File: config.mk
export PLATFORM = sky130hd
export DESIGN_NAME = compact_timer
export DESIGN_NICKNAME = d
export VERILOG_FILES = /design/src/ctm_pkg.sv /design/src/compact_timer.sv
export SDC_FILE = /design/constraint.sdc
export NUM_CORES = 1
export LEC_CHECK = 0
export ABC_AREA = 1
export BUFFER_PORTS_ARGS = -buffer_cell sky130_fd_sc_hd__buf_2
export CORE_MARGIN = 4
export CORE_UTILIZATION = 40
export DETAILED_ROUTE_END_ITERATION = 10
export GPL_TIMING_DRIVEN = 1
export HOLD_SLACK_MARGIN = 0.12
export PLACE_DENSITY = 0.65
export SYNTH_ARGS = -nofsm -noshare
export SYNTH_HDL_FRONTEND = slang
export SYNTH_SLANG_ARGS = --single-unit
File: constraint.sdc
create_clock -name clock -period 1.9 [get_ports clock]
set_input_delay 0.285 -clock clock [delete_from_list [all_inputs] [get_ports clock]]
set_output_delay 0.285 -clock clock [all_outputs]
set_load 0.005 [all_outputs]
File: src/ctm_pkg.sv
package ctm_pkg;

  // Register word index on the byte-wide register port.
  localparam logic [2:0] ADDR_CONTROL_0 = 3'h0;
  localparam logic [2:0] ADDR_CONTROL_1 = 3'h1;
  localparam logic [2:0] ADDR_COUNT_LOW = 3'h2;
  localparam logic [2:0] ADDR_COUNT_HIGH = 3'h3;
  localparam logic [2:0] ADDR_COMPARE_A_LOW = 3'h4;
  localparam logic [2:0] ADDR_COMPARE_A_HIGH = 3'h5;

  // Widths of the counter, the period code and the bus.
  localparam int COUNT_W = 10;
  localparam int PERIOD_W = 3;
  localparam int LOW_W = 7;
  localparam int DATA_W = 8;
  localparam int HIGH_W = COUNT_W - DATA_W;

  // Reset and constant values.
  localparam logic [COUNT_W-1:0] COUNT_ZERO = 10'h000;
  localparam logic [COUNT_W:0] COUNT_ONE = 11'h001;
  localparam logic [LOW_W-1:0] LOW_ZERO = 7'h00;
  localparam logic [DATA_W-1:0] BYTE_ZERO = 8'h00;
  localparam logic [DATA_W-HIGH_W-1:0] HIGH_PAD = 6'h00;

  // Prescaler terminal counts.
  localparam logic [1:0] SYS_DIV4_LAST = 2'h3;
  localparam logic [5:0] HIGH_DIV_ZERO = 6'h00;
  localparam logic [3:0] HIGH_DIV16_LAST = 4'hF;
  localparam logic [5:0] HIGH_DIV64_LAST = 6'h3F;

  // Counter clock source codes.
  localparam logic [2:0] CK_SYS_DIV4 = 3'h0;
  localparam logic [2:0] CK_SYS = 3'h1;
  localparam logic [2:0] CK_HIGH_DIV16 = 3'h2;
  localparam logic [2:0] CK_HIGH_DIV64 = 3'h3;
  localparam logic [2:0] CK_SUB_A = 3'h4;
  localparam logic [2:0] CK_SUB_B = 3'h5;
  localparam logic [2:0] CK_EXT_RISE = 3'h6;
  localparam logic [2:0] CK_EXT_FALL = 3'h7;

  // Operating modes.
  localparam logic [1:0] MODE_COMPARE = 2'h0;
  localparam logic [1:0] MODE_PWM = 2'h2;
  localparam logic [1:0] MODE_TIMER = 2'h3;

  // Pin actions; compare mode and PWM mode share the codes.
  localparam logic [1:0] ACT_NONE = 2'h0;
  localparam logic [1:0] ACT_LOW = 2'h1;
  localparam logic [1:0] ACT_HIGH = 2'h2;
  localparam logic [1:0] ACT_TOGGLE = 2'h3;
  localparam logic [1:0] PWM_INACTIVE = 2'h0;
  localparam logic [1:0] PWM_ACTIVE = 2'h1;
  localparam logic [1:0] PWM_WAVE = 2'h2;

  // Synchroniser bit positions of the sampled clock inputs.
  localparam int SRC_HIGH = 0;
  localparam int SRC_SUB = 1;
  localparam int SRC_EXT = 2;
  localparam logic [2:0] SYNC_ZERO = 3'h0;

  // Control register 0, bit 7 down to bit 0.
  typedef struct packed {
    logic       count_pause;
    logic [2:0] clock_select;
    logic       counter_on;
    logic [2:0] period_code;
  } control_0_s;

  // Control register 1, bit 7 down to bit 0.
  typedef struct packed {
    logic [1:0] mode_select;
    logic [1:0] pin_action;
    logic       output_initial_level;
    logic       output_invert;
    logic       period_duty_swap;
    logic       clear_source_select;
  } control_1_s;

  localparam control_0_s CONTROL_0_RESET = 8'h00;
  localparam control_1_s CONTROL_1_RESET = 8'h00;

endpackage : ctm_pkg

File: src/compact_timer.sv
// Chosen here: the register offsets and the plain strobed port.
module compact_timer (
  input  wire logic                        clock,
  input  wire logic                        resetn,
  input  wire logic [2:0]                  reg_addr,
  input  wire logic [ctm_pkg::DATA_W-1:0]  reg_wdata,
  input  wire logic                        reg_write,
  input  wire logic                        reg_read,
  output logic      [ctm_pkg::DATA_W-1:0]  reg_rdata,
  input  wire logic                        high_clock_in,
  input  wire logic                        sub_clock_in,
  input  wire logic                        ext_clock_in,
  output logic                             match_a_irq,
  output logic                             match_p_irq,
  output logic                             timer_out,
  output logic                             timer_out_n
);
  import ctm_pkg::*;

  control_0_s          ctrl0_q;
  control_1_s          ctrl1_q;
  logic [COUNT_W-1:0]  count_q;
  logic [COUNT_W-1:0]  compare_a_q;
  logic [DATA_W-1:0]   hold_buf_q;
  logic [DATA_W-1:0]   rdata_q;
  logic                on_prev_q;
  logic [2:0]          sync1_q;
  logic [2:0]          sync2_q;
  logic [2:0]          sync3_q;
  logic [1:0]          sys_div_q;
  logic [5:0]          high_div_q;
  logic                irq_a_q;
  logic                irq_p_q;
  logic                pin_q;
  logic                out_q;
  logic                out_n_q;
  logic                src_edge;
  logic                high_edge;
  logic                tick;
  logic                on_rise;
  logic [COUNT_W:0]    count_inc;
  logic                match_a;
  logic                match_p;
  logic                clear_now;
  logic                pwm_level;
  logic [COUNT_W-1:0]  duty_value;
  logic                wr_c0;
  logic                wr_c1;
  logic                wr_al;
  logic                wr_ah;
  logic                rd_dh;
  logic                rd_ah;

  // Register port decode.
  assign wr_c0 = reg_write && (reg_addr == ADDR_CONTROL_0);
  assign wr_c1 = reg_write && (reg_addr == ADDR_CONTROL_1);
  assign wr_al = reg_write && (reg_addr == ADDR_COMPARE_A_LOW);
  assign wr_ah = reg_write && (reg_addr == ADDR_COMPARE_A_HIGH);
  assign rd_dh = reg_read && (reg_addr == ADDR_COUNT_HIGH);
  assign rd_ah = reg_read && (reg_addr == ADDR_COMPARE_A_HIGH);

  // Control registers; bit 7 of control 0 is the pause bit.
  always_ff @(posedge clock or negedge resetn)
  begin
    if (!resetn)
    begin
      ctrl0_q <= CONTROL_0_RESET;
      ctrl1_q <= CONTROL_1_RESET;
    end
    else
    begin
      if (wr_c0)
        ctrl0_q <= control_0_s'(reg_wdata);
      if (wr_c1)
        ctrl1_q <= control_1_s'(reg_wdata);
    end
  end

  // Compare A pair and the shared low byte buffer.
  always_ff @(posedge clock or negedge resetn)
  begin
    if (!resetn)
    begin
      compare_a_q <= COUNT_ZERO;
      hold_buf_q  <= BYTE_ZERO;
    end
    else
    begin
      if (wr_al)
        hold_buf_q <= reg_wdata;
      else if (rd_dh)
        hold_buf_q <= count_q[DATA_W-1:0];
      else if (rd_ah)
        hold_buf_q <= compare_a_q[DATA_W-1:0];
      if (wr_ah)
        compare_a_q <= {reg_wdata[HIGH_W-1:0], hold_buf_q};
    end
  end

  // Read data appear the cycle after the read strobe; unmapped reads zero.
  always_ff @(posedge clock or negedge resetn)
  begin
    if (!resetn)
      rdata_q <= BYTE_ZERO;
    else if (reg_read)
    begin
      case (reg_addr)
        ADDR_CONTROL_0:      rdata_q <= ctrl0_q;
        ADDR_CONTROL_1:      rdata_q <= ctrl1_q;
        ADDR_COUNT_LOW:      rdata_q <= hold_buf_q;
        ADDR_COUNT_HIGH:     rdata_q <= {HIGH_PAD, count_q[COUNT_W-1:DATA_W]};
        ADDR_COMPARE_A_LOW:  rdata_q <= hold_buf_q;
        ADDR_COMPARE_A_HIGH: rdata_q <= {HIGH_PAD, compare_a_q[COUNT_W-1:DATA_W]};
        default:             rdata_q <= BYTE_ZERO;
      endcase
    end
    else
      rdata_q <= BYTE_ZERO;
  end

  // Two-stage synchronisers plus one history stage for edge detection.
  always_ff @(posedge clock or negedge resetn)
  begin
    if (!resetn)
    begin
      sync1_q <= SYNC_ZERO;
      sync2_q <= SYNC_ZERO;
      sync3_q <= SYNC_ZERO;
    end
    else
    begin
      sync1_q <= {ext_clock_in, sub_clock_in, high_clock_in};
      sync2_q <= sync1_q;
      sync3_q <= sync2_q;
    end
  end

  assign high_edge = sync2_q[SRC_HIGH] && !sync3_q[SRC_HIGH];

  // Prescalers for the system clock and the internal high clock.
  always_ff @(posedge clock or negedge resetn)
  begin
    if (!resetn)
    begin
      sys_div_q  <= SYS_DIV4_LAST;
      high_div_q <= HIGH_DIV_ZERO;
    end
    else
    begin
      sys_div_q <= sys_div_q + 2'h1;
      if (high_edge)
        high_div_q <= high_div_q + 6'h01;
    end
  end

  // Counter clock source selection.
  always_comb
  begin
    case (ctrl0_q.clock_select)
      CK_SYS_DIV4:   src_edge = (sys_div_q == SYS_DIV4_LAST);
      CK_SYS:        src_edge = 1'b1;
      CK_HIGH_DIV16: src_edge = high_edge && (high_div_q[3:0] == HIGH_DIV16_LAST);
      CK_HIGH_DIV64: src_edge = high_edge && (high_div_q == HIGH_DIV64_LAST);
      CK_SUB_A,
      CK_SUB_B:      src_edge = sync2_q[SRC_SUB] && !sync3_q[SRC_SUB];
      CK_EXT_RISE:   src_edge = sync2_q[SRC_EXT] && !sync3_q[SRC_EXT];
      CK_EXT_FALL:   src_edge = !sync2_q[SRC_EXT] && sync3_q[SRC_EXT];
      default:       src_edge = 1'b0;
    endcase
  end

  // Counting is gated by the on bit and the pause bit.
  assign tick    = src_edge && ctrl0_q.counter_on && !ctrl0_q.count_pause;
  assign on_rise = ctrl0_q.counter_on && !on_prev_q;

  // Comparators; P matches when the next count reaches code times 128, or 1024 for code 0.
  assign count_inc = {1'b0, count_q} + COUNT_ONE;
  assign match_a   = (count_q == compare_a_q);
  assign match_p   = (count_inc[COUNT_W-1:LOW_W] == ctrl0_q.period_code)
                     && (count_inc[LOW_W-1:0] == LOW_ZERO);

  // Clear source: PWM takes A if period_duty_swap else the period comparator; other modes use clear_source_select.
  always_comb
  begin
    if (ctrl1_q.mode_select == MODE_PWM)
      clear_now = ctrl1_q.period_duty_swap ? match_a : match_p;
    else
      clear_now = ctrl1_q.clear_source_select ? match_a : match_p;
  end

  // The counter itself.
  always_ff @(posedge clock or negedge resetn)
  begin
    if (!resetn)
    begin
      count_q   <= COUNT_ZERO;
      on_prev_q <= 1'b0;
    end
    else
    begin
      on_prev_q <= ctrl0_q.counter_on;
      if (on_rise)
        count_q <= COUNT_ZERO;
      else if (tick && clear_now)
        count_q <= COUNT_ZERO;
      else if (tick)
        count_q <= count_inc[COUNT_W-1:0];
    end
  end

  // Interrupt request pulses, one per comparator.
  always_ff @(posedge clock or negedge resetn)
  begin
    if (!resetn)
    begin
      irq_a_q <= 1'b0;
      irq_p_q <= 1'b0;
    end
    else
    begin
      irq_a_q <= tick && !on_rise && match_a;
      irq_p_q <= tick && !on_rise && match_p;
    end
  end

  // PWM level: with PWM_WAVE, active while the count is below the duty value.
  assign duty_value = ctrl1_q.period_duty_swap
                      ? {ctrl0_q.period_code, LOW_ZERO} : compare_a_q;
  always_comb
  begin
    case (ctrl1_q.pin_action)
      PWM_INACTIVE: pwm_level = !ctrl1_q.output_initial_level;
      PWM_ACTIVE:   pwm_level = ctrl1_q.output_initial_level;
      PWM_WAVE:     pwm_level = (count_q < duty_value)
                                ? ctrl1_q.output_initial_level
                                : !ctrl1_q.output_initial_level;
      default:      pwm_level = pin_q;
    endcase
  end

  // Raw output state before the polarity control.
  always_ff @(posedge clock or negedge resetn)
  begin
    if (!resetn)
      pin_q <= 1'b0;
    else if (ctrl1_q.mode_select == MODE_COMPARE)
    begin
      if (on_rise)
        pin_q <= ctrl1_q.output_initial_level;
      else if (tick && match_a)
      begin
        case (ctrl1_q.pin_action)
          ACT_LOW:    pin_q <= 1'b0;
          ACT_HIGH:   pin_q <= 1'b1;
          ACT_TOGGLE: pin_q <= !pin_q;
          default:    pin_q <= pin_q;
        endcase
      end
    end
    else if (ctrl1_q.mode_select == MODE_PWM)
      pin_q <= pwm_level;
  end

  // Registered pins; the complement is always the inverse.
  always_ff @(posedge clock or negedge resetn)
  begin
    if (!resetn)
    begin
      out_q   <= 1'b0;
      out_n_q <= 1'b1;
    end
    else if (ctrl1_q.mode_select == MODE_TIMER)
    begin
      out_q   <= pin_q;
      out_n_q <= !pin_q;
    end
    else
    begin
      out_q   <= pin_q ^ ctrl1_q.output_invert;
      out_n_q <= !(pin_q ^ ctrl1_q.output_invert);
    end
  end

  assign reg_rdata   = rdata_q;
  assign match_a_irq = irq_a_q;
  assign match_p_irq = irq_p_q;
  assign timer_out   = out_q;
  assign timer_out_n = out_n_q;
endmodule : compact_timer

==> out/metrics.yaml, run 1 <==
fin_crit_ns: 1.83
dieArea_sq_um: 11800
clk_pin_slew_ns: 0.09
dr.first_iter.drc_count: 166
ys_seq_area_share_pct: 46.4
num_antenna_cells: 0
grt_setup_unrepaired: "true"
cp.arrival_ns: 2.08
cts_max_level: 3
hold_class: "primary input to register"
boundaryPins: 30
crit_type: "register to register"
ys_seq_elements: 75
path_cells: "nand2_1 -> o21ai_0 -> ha_1 -> nand4_1 -> nor2_1 -> nand2_1 -> nand3_1 -> nand2_1 -> nand2_1 -> nand2_1 -> nand2_1 -> nand2_1 -> nand2_1 -> a21oi_2"
setup_viol: 0
crit_family: "simple AND/OR/NAND/NOR gates"
rows: 36
dp.cells: 689
fp.dieW_microns: 109
cts_tree: "done"
grt_pass1_vias: 3611
worstPathRequired_ns: 2.15
syn_avg_cell_area_sq_um: 7.78
root_buffer: "clkbuf_8"
skew_ns: 0.0147
die_h_microns: 109
drtPass1Iterations: 4
final_cells: 715
r2r_slack_ns: 0.07
via_per_inst: 5.03
yosys_warnings: 0
drc: 0
crit_slowest_cell: "dfrtp_2"
worstMarginPinSlew_ns: 0.510
drv_cap: 0
status: "completed"
coreArea_sq_um: 9820
crit_path_end_kind: "register"
numCtsBuffers: 9
peakVddDrop_v: 0.000555
crit_buf_inv: 0
num_vias: 3595
max_freq_mhz: 547
cp_max_fo: 9
ys_types: 34
synth.net_count: 555
grt_usage_pct: 18.6
nets: 611
critPathLaunchType: "register"
finalCoreUtilization_pct: 49.4
slew_viol_final: 0
drt-wirelength-per-cell_microns: 14.5
final_layout_size_suffix_gt1_share_pct: 19.2
start_util_pct: 41.3
antenna_found_initial: 0
slew_headroom_pct: 65.9
min_period_over_period_pct: 96.3
slowest_delay_ns: 0.48
netlist_area_sq_um: 4050
layout_commonest_cell: "nand2_1"
area_growth_pct: 19.8
grt_max_degree: 48
grt_first_pass_wirelength_mm: 17.2
final_cell_mix: "146 x nand2_1, 66 x inv_1, 65 x dfrtp_1"
syn_inst: 521
power_density_nw_per_um2: 992
ctsLongestPathBuffers: 2
post-dp-hpwl_mm: 7.74
portBuffers: 29
antenna_left: 0
wl_mm: 10.3
grt_overflow_total: 0
path_common_cell: "nand2_1"
hold_viol_final: 0
clk-insertion-delay-late_ns: 0.36
clock-sinks: 75
leakage_nw: 2.40
gp_congestion: 0.932
-- cells in the mapped netlist, drive strengths merged --
cell type / n / share of area [%]
nand3b: 1 / 0.19
a211oi: 8 / 1.5
dfstp: 3 / 1.9
buf: 5 / 0.83
nor3: 4 / 0.77
xnor2: 3 / 0.65
nand3: 26 / 3.6
clkinv: 1 / 0.093
or3: 1 / 0.15
a21o: 1 / 0.19
inv: 69 / 6.4
or2: 1 / 0.15
a221oi: 1 / 0.22
mux2: 1 / 0.28
nand2: 156 / 15
dfrtp: 72 / 44
nor2: 52 / 5.3
nand4: 2 / 0.31
ha: 16 / 4.9
o21ai: 50 / 6.2
xor2: 6 / 1.3
o22ai: 14 / 2.2
a21oi: 20 / 2.5
clkbuf: 5 / 0.46
o211ai: 3 / 0.56
-- metal layers --
metal	vias up	global-route usage (%)	wire [microns]
met5	-	0	0
met4	0	6.85	266
met3	23	3.49	452
met2	87	30.7	4980
met1	1693	24.3	4640
li1	1792	-	-
-- final timing paths --
check	startpoint	end	depth (start not counted)
worst max-delay path	ctrl1_q[1]	pin_q	14
worst min-delay path	reg_wdata[7]	ctrl0_q[7]	3
worst max register to register	ctrl1_q[1]	pin_q	14
worst min register to register	sync1_q[1]	sync2_q[1]	0
max in group asynchronous	resetn	sys_div_q[0]	3
min in group asynchronous	resetn	count_q[3]	2
-- worst register-to-register path, delay by kind of cell (launching register included) --
family          cells  cell delay [ns]
compound gates      2             0.14
fa+ha+maj           1             0.31
flops               1             0.48
simple gates       11             0.81
-- through the flow --
| step | setup TNS [ns] | total power, mW | hold WS, ns | cell area, sq um | setup WS, ns |
|---|---|---|---|---|---|
| 2_1_floorplan | 0 | 2.99 | -0.0106 | 4050 | 0.155 |
| 3_3_place_gp | 0 | 3.40 | 0.235 | 4450 | 0.0706 |
| 3_5_place_dp | -0.0395 | 3.45 | 0.245 | 4450 | -0.0395 |
| 4_1_cts | 0 | 4.75 | 0.205 | 4690 | 0.0228 |
| 5_1_grt | -0.261 | 5.15 | 0.233 | 4850 | -0.133 |
| 6_report | 0 | 4.81 | 0.222 | 4850 | 0.0708 |
-- report_power, final --
part | leakage [nW] | switching (mW) | internal (mW)
sequential | 0.949 | 0.268 | 1.91
combinational | 1.35 | 0.779 | 0.574
clock | 0.0992 | 0.661 | 0.624
-- final cells by class --
class                   instances  area (sq um)
fillers                       965          4970
multi-input cells             366          1960
flip-flops and latches         75          1890
repair buffers                 55           369
inverters                      70           265
well taps                     133           166
clock buffers                  10           128
clock inverters                 6          71.3
-- flip-flops by register name, indices dropped and copies added, names as in the netlist --
name and cells:
count_q 10, on_prev_q 1, ctrl1_q 8, ctrl0_q 8, compare_a_q 10, timer_out_n 1, sync1_q 3, sys_div_q 2
sync2_q 3, hold_buf_q 8, pin_q 1, sync3_q 3, reg_rdata 8, match_a_irq 1, timer_out 1, high_div_q 6
match_p_irq 1
-- cells by family (layout without fill, tap and decap cells) --
group                    after synthesis  in the layout  synth area share, %
multiplexers                           1              1                0.278
adder cells (fa/ha/maj)               16             16                 4.94
AO/OA/AOI/OAI                         97             97                 13.2
flip-flops                            75             75                 46.4
buffers and inverters                 80            141                 7.78
XOR/XNOR                               9              9                 1.95
AND/OR/NAND/NOR                      243            243                 25.4
-- what timing repair did --
action | in CTS | in global routing
pin swaps | 0 | 9
gates resized for setup | 2 | 35
buffers inserted | 0 | 6
setup endpoints to repair | 1 | 11
hold buffers | 4 | 0
hold endpoints to repair | 30 | 0
Power figures use the tool's default switching activity.
==> run 2, diff against run 1 <==
--- a/config.mk
+++ b/config.mk
@@ -8,11 +8,11 @@
 export ABC_AREA = 1
 export BUFFER_PORTS_ARGS = -buffer_cell sky130_fd_sc_hd__buf_2
 export CORE_MARGIN = 4
-export CORE_UTILIZATION = 40
+export CORE_UTILIZATION = 37
 export DETAILED_ROUTE_END_ITERATION = 10
 export GPL_TIMING_DRIVEN = 1
 export HOLD_SLACK_MARGIN = 0.12
-export PLACE_DENSITY = 0.65
+export PLACE_DENSITY = 0.61
 export SYNTH_ARGS = -nofsm -noshare
 export SYNTH_HDL_FRONTEND = slang
 export SYNTH_SLANG_ARGS = --single-unit
==> run 2 against run 1 <==
Compared with the run above: clock skew down 0.0069 ns; register-to-register slack worse by 0.02 ns; highest routed layer unchanged; global-route usage down 1.6 points; routed wire length about the same; largest power group unchanged; final cell count up 0.98%.
==> out/metrics.yaml, run 2 (synthesis gave the netlist of run 1 again) <==
whs_ns: 0.217  # -0.00549 ns
final_cell_mix: "151 x nand2_1, 67 x inv_1, 66 x dfrtp_1"
hold_class: "primary input to register"
drc: 0  # unchanged
top_regs: "compare_a_q: 10 flops, count_q: 10 flops"
num_vias: 3517  # -2.2%
drt-wirelength-per-cell_microns: 14.3  # -1.1%
tns_ns: 0  # unchanged
via_per_inst: 4.87  # -3.1%
wl_met2_mm: 4.85  # -2.7%
clock-sinks: 75  # unchanged
die_h_microns: 113  # +3.7%
max_freq_mhz: 541  # -1.1%
clk-insertion-delay-late_ns: 0.37  # about the same
grt_first_pass_wirelength_mm: 17.1  # -0.61%
post-dp-hpwl_mm: 7.69  # -0.64%
crit_type: "register to register"
hold_viol_final: 0  # unchanged
fillCellCount: 1061  # +9.9%
fin_area_sq_um: 4860  # +0.10%
gp_congestion: 0.927  # -0.56%
fp.dieW_microns: 113  # +3.7%
cp_max_fo: 4  # -5
grt_overflow_total: 0  # unchanged
cts_max_level: 3  # unchanged
grt_max_degree: 42  # -13%
area_growth_pct: 19.9
rows: 37  # +2.8%
wl_mm: 10.3  # about the same
leakage_nw: 2.42  # +0.76%
top_layer_used: "met4"
clk_pin_slew_ns: 0.09  # about the same
worstMarginPinSlew_ns: 0.487  # -0.0223 ns
power_density_nw_per_um2: 997  # +0.55%
peakVddDrop_v: 0.000680  # +23%
drv_cap: 0  # unchanged
nets: 615  # +0.65%
cts_tree: "done"
layout_commonest_cell: "nand2_1"
root_buffer: "clkbuf_8"
setup_viol: 0  # unchanged
slew_headroom_pct: 67.4  # +1.5 points
antenna_left: 0  # unchanged
min_period_over_period_pct: 97.3  # +1.1 points
worstPathRequired_ns: 2.16  # about the same
critPathLaunchType: "register"
drtPass1Iterations: 4  # unchanged
fin_crit_ns: 1.85  # +0.0203 ns
postPlaceCellArea_sq_um: 4460  # +0.25%
skew_ns: 0.00781  # -0.00689 ns
dieArea_sq_um: 12700  # +7.5%
status: "completed"
ctsLongestPathBuffers: 2  # unchanged
start_util_pct: 38.6  # -2.7 points
final_layout_size_suffix_gt1_share_pct: 18.9  # -0.30 points
wl_met1_mm: 4.75  # +2.4%
coreArea_sq_um: 10500  # +7.0%
grt_usage_pct: 17.0  # -1.6 points
boundaryPins: 30  # unchanged
crit_path_end_kind: "register"
portBuffers: 29  # unchanged
slew_viol_final: 0  # unchanged
route.met3.wl_microns: 520  # +15%
dr.first_iter.drc_count: 236  # +42%
cp.arrival_ns: 2.11  # +0.03 ns
grt_setup_unrepaired: "true"
num_antenna_cells: 0  # unchanged
numCtsBuffers: 9  # unchanged
grt_pass1_vias: 3417  # -5.4%
antenna_found_initial: 0  # unchanged
run 2: changes by cell type in the layout (fill, tap and decap cells not counted), sizes merged:
| cell | change |
|---|---|
| buf | +4 |
| clkbuf | -1 |
| clkinvlp | +1 |
run 2: routing by layer:
layer | GRT usage (%) | up-vias
met5 | 0 | -
li1 | - | 1795
met1 | 22.5 | 1633
met2 | 26.9 | 75
met4 | 6.33 | 0
met3 | 4.10 | 14
run 2: worst max-delay path, cell delays in order (launching register included):
cell     delay, ns
dfrtp_1       0.39
buf_4         0.15
buf_4         0.15
xor2_1        0.15
nor2_1        0.10
nand2_1       0.08
nor2_1        0.26
nand3_1       0.13
nand2_1       0.10
nand2_1       0.05
nor2_1        0.12
a21oi_2       0.07
run 2: through the flow:
| stage | util (%) | cells | total power, mW | worst slack (ns) |
|---|---|---|---|---|
| final | 46.2 | 722 | 4.85 | 0.0505 |
| after global routing | 46.2 | 722 | 5.22 | -0.194 |
| after CTS | 44.8 | 713 | 4.79 | 0.0174 |
| after detailed placement | 42.4 | 693 | 3.45 | -0.0213 |
| after global placement | 42.4 | 693 | 3.41 | 0.0649 |
| after floorplan | - | 521 | 2.99 | 0.155 |
run 2: what timing repair did:
item                       CTS  global route
hold buffers                 4             0
pin swaps                    0            12
resized for setup            1            32
buffers inserted             0             9
setup endpoints to repair    1            11
hold endpoints to repair    75             0
run 2: final timing paths:
path	start	to	slack (ns)	cells past startpoint
min in group asynchronous	resetn	count_q[4]	0.26	2
worst min register to register	sync1_q[1]	sync2_q[1]	0.36	0
worst max register to register	count_q[1]	pin_q	0.05	11
worst min-delay path	reg_wdata[4]	ctrl1_q[4]	0.22	3
max in group asynchronous	resetn	timer_out_n	1.03	3
worst max-delay path	count_q[1]	pin_q	0.05	11
run 2: area by class of cell:
type,instances,area [sq um],area share (%)
multi-input cells,366,1930,39.7
flip-flops and latches,75,1890,38.9
repair buffers,59,399,8.22
inverters,70,265,5.46
well taps,136,170,3.50
clock buffers,9,124,2.55
clock inverters,7,82.6,1.70
run 2: power breakdown:
group	total (mW)	internal (mW)	leakage, nW	switching [mW]
Combinational	1.37	0.590	1.37	0.783
Clock	1.31	0.627	0.0984	0.685
Sequential	2.16	1.91	0.951	0.254
==> run 3, diff against run 2 <==
--- a/config.mk
+++ b/config.mk
@@ -8,11 +8,11 @@
 export ABC_AREA = 1
 export BUFFER_PORTS_ARGS = -buffer_cell sky130_fd_sc_hd__buf_2
 export CORE_MARGIN = 4
-export CORE_UTILIZATION = 37
+export CORE_UTILIZATION = 45
 export DETAILED_ROUTE_END_ITERATION = 10
 export GPL_TIMING_DRIVEN = 1
 export HOLD_SLACK_MARGIN = 0.12
-export PLACE_DENSITY = 0.61
+export PLACE_DENSITY_LB_ADDON = 0.12
 export SYNTH_ARGS = -nofsm -noshare
 export SYNTH_HDL_FRONTEND = slang
 export SYNTH_SLANG_ARGS = --single-unit
==> run 3 against run 2 <==
Compared with the run above: clock power is 8% higher; setup slack better by 0.028 ns; via count grew 1.5%; first-iteration DRC count fell by 28%; die area is 17% lower; routed wire length grew 1.1%; largest cell class unchanged.
==> out/metrics.yaml, run 3 (synthesis gave the netlist of run 1 again) <==
boundaryPins: 30  # unchanged
cts_max_level: 3  # unchanged
cts_tree: "done"
grt_pass1_vias: 3475  # +1.7%
numCtsBuffers: 9  # unchanged
p_sw_mw: 1.70  # -1.1%
drc: 0  # unchanged
crit_type: "register to register"
p_clk_share_pct: 28.4  # +1.3 points
ctsLongestPathBuffers: 2  # unchanged
critPathLaunchType: "register"
setup_viol: 0  # unchanged
min_period_over_period_pct: 95.9  # -1.5 points
via_per_inst: 5.11  # +4.8%
grt_overflow_total: 0  # unchanged
slew_viol_final: 0  # unchanged
cp_max_fo: 6  # +2
gp_congestion: 0.983  # +6.1%
clock-sinks: 75  # unchanged
grt_max_degree: 38  # -9.5%
nets: 620  # +0.81%
dr.first_iter.drc_count: 171  # -28%
dp_slack_ns: 0.0302  # +0.0515 ns
postPlaceCellArea_sq_um: 4500  # +0.90%
hold_class: "primary input to register"
r2r_start: "ctrl1_q[1]"
power_mw: 4.96  # +2.4%
wl_mm: 10.4  # +1.1%
final_layout_size_suffix_gt1_share_pct: 18.8  # -0.16 points
start_util_pct: 46.2  # +7.7 points
post-dp-hpwl_mm: 8.06  # +4.9%
num_antenna_cells: 0  # unchanged
coreArea_sq_um: 8760  # -17%
antenna_found_initial: 0  # unchanged
die_h_microns: 103  # -8.7%
leakage_nw: 2.47  # +1.9%
crit_start: "ctrl1_q[1]"
rr_worst_depth: 15  # +4
peakVddDrop_v: 0.000562  # -17%
p_int_mw: 3.26  # +4.4%
num_vias: 3570  # +1.5%
rows: 34  # -8.1%
multi_input_area_sq_um: 1910  # -1.2%
skew_ns: 0.0112  # +0.00340 ns
worstMarginPinSlew_ns: 0.547  # +0.0593 ns
drv_cap: 0  # unchanged
drt-wirelength-per-cell_microns: 14.9  # +4.4%
tns_ns: 0  # unchanged
antenna_left: 0  # unchanged
seqCellArea_sq_um: 1890  # +0.13%
hold_viol_final: 0  # unchanged
slew_headroom_pct: 63.5  # -4.0 points
portBuffers: 29  # unchanged
area_growth_pct: 19.9  # about the same
status: "completed"
grt_setup_unrepaired: "true"
setup_ws_ns: 0.0784  # +0.0280 ns
switching_share_pct: 34.3  # -1.2 points
reg2reg_to: "pin_q"
cp.arrival_ns: 2.11  # about the same
power_density_nw_per_um2: 1020  # +2.4%
root_buffer: "clkbuf_8"
finalCoreUtilization_pct: 55.5  # +9.2 points
grt_first_pass_wirelength_mm: 17.2  # +0.49%
r2r_slack_ns: 0.08  # +0.03 ns
seqPwrFrac_pct: 43.4  # -1.2 points
clk-insertion-delay-late_ns: 0.36  # about the same
grt_usage_pct: 21.3  # +4.3 points
fin_crit_ns: 1.82  # -0.0280 ns
cp-endpoint: "pin_q"
worstPathRequired_ns: 2.19  # +0.03 ns
crit_path_end_kind: "register"
layout_commonest_cell: "nand2_1"
clk_pin_slew_ns: 0.09  # about the same
dieArea_sq_um: 10600  # -17%
fp.dieW_microns: 103  # -8.7%
fin_area_sq_um: 4860  # about the same
top_regs: "compare_a_q: 10 flops, count_q: 10 flops"
final_cell_mix: "152 x nand2_1, 68 x inv_1, 64 x dfrtp_1"
comb_power_share_pct: 28.2  # about the same
fillCellCount: 829  # -22%
max_freq_mhz: 549  # +1.5%
drtPass1Iterations: 5  # +1
==> run 3: cell type report <==
| type | instances | share of cell area, % |
|---|---|---|
| multi-input combinational | 366 | 39.2 |
| timing repair buffer | 64 | 9.06 |
| tap | 108 | 2.78 |
| clock buffer | 10 | 2.63 |
| inverter | 70 | 5.41 |
| clock inverter | 6 | 1.98 |
| sequential | 75 | 38.9 |
==> run 3: power by group through the flow <==
stage | registers (mW) | logic (mW) | clock network [mW]
global route | 2.20 | 1.60 | 1.51
finish | 2.15 | 1.40 | 1.41
global placement | 2.17 | 1.31 | 0
floorplan | 2.13 | 0.852 | 0
CTS | 2.15 | 1.36 | 1.44
detailed placement | 2.18 | 1.35 | 0
==> run 3: routing by layer <==
metal / routed length (microns) / part of all wire, % / GRT usage (%) / vias to the layer above
met3: 441 / 4.2 / 3.32 / 15
li1: - / - / - / 1808
met1: 4720 / 45 / 28.7 / 1669
met4: 153 / 1.5 / 6.18 / 0
met2: 5130 / 49 / 35.5 / 78
met5: 0 / 0 / 0 / -
==> run 3: worst max-delay path: stages (launching register included) <==
cell	delay [ns]
dfrtp_2	0.46
buf_4	0.14
nand2_1	0.07
o21ai_2	0.05
ha_1	0.29
nand2_1	0.07
a21oi_1	0.04
nor2_1	0.15
nand3_1	0.09
nand2_1	0.06
nand2_1	0.04
nand2_1	0.05
nand2_1	0.04
nand2_1	0.05
nand2_1	0.05
a21oi_2	0.11
==> run 3: what timing repair did <==
| action | CTS | global route |
|---|---|---|
| setup endpoints to repair | 0 | 11 |
| hold buffers | 4 | 0 |
| resized for setup | 0 | 28 |
| buffers inserted | 0 | 4 |
| hold endpoints to repair | 24 | 0 |
==> run 3: through the flow <==
step / hold slack, ns / cells
floorplan: -0.0106 / 521
global placement: 0.193 / 675
detailed placement: 0.198 / 675
CTS: 0.194 / 695
global route: 0.207 / 699
finish: 0.205 / 699
==> run 3: how the worst min path moves through the flow <==
stage / depth (start not counted) / slack, ns / startpoint / endpoint
finish: 3 / 0.21 / reg_wdata[4] / ctrl0_q[4]
global route: 3 / 0.21 / reg_wdata[5] / ctrl0_q[5]
CTS: 3 / 0.19 / reg_wdata[4] / ctrl0_q[4]
detailed placement: 1 / 0.20 / resetn / high_div_q[3]
global placement: 1 / 0.19 / resetn / high_div_q[3]
floorplan: 0 / -0.01 / resetn / compare_a_q[0]
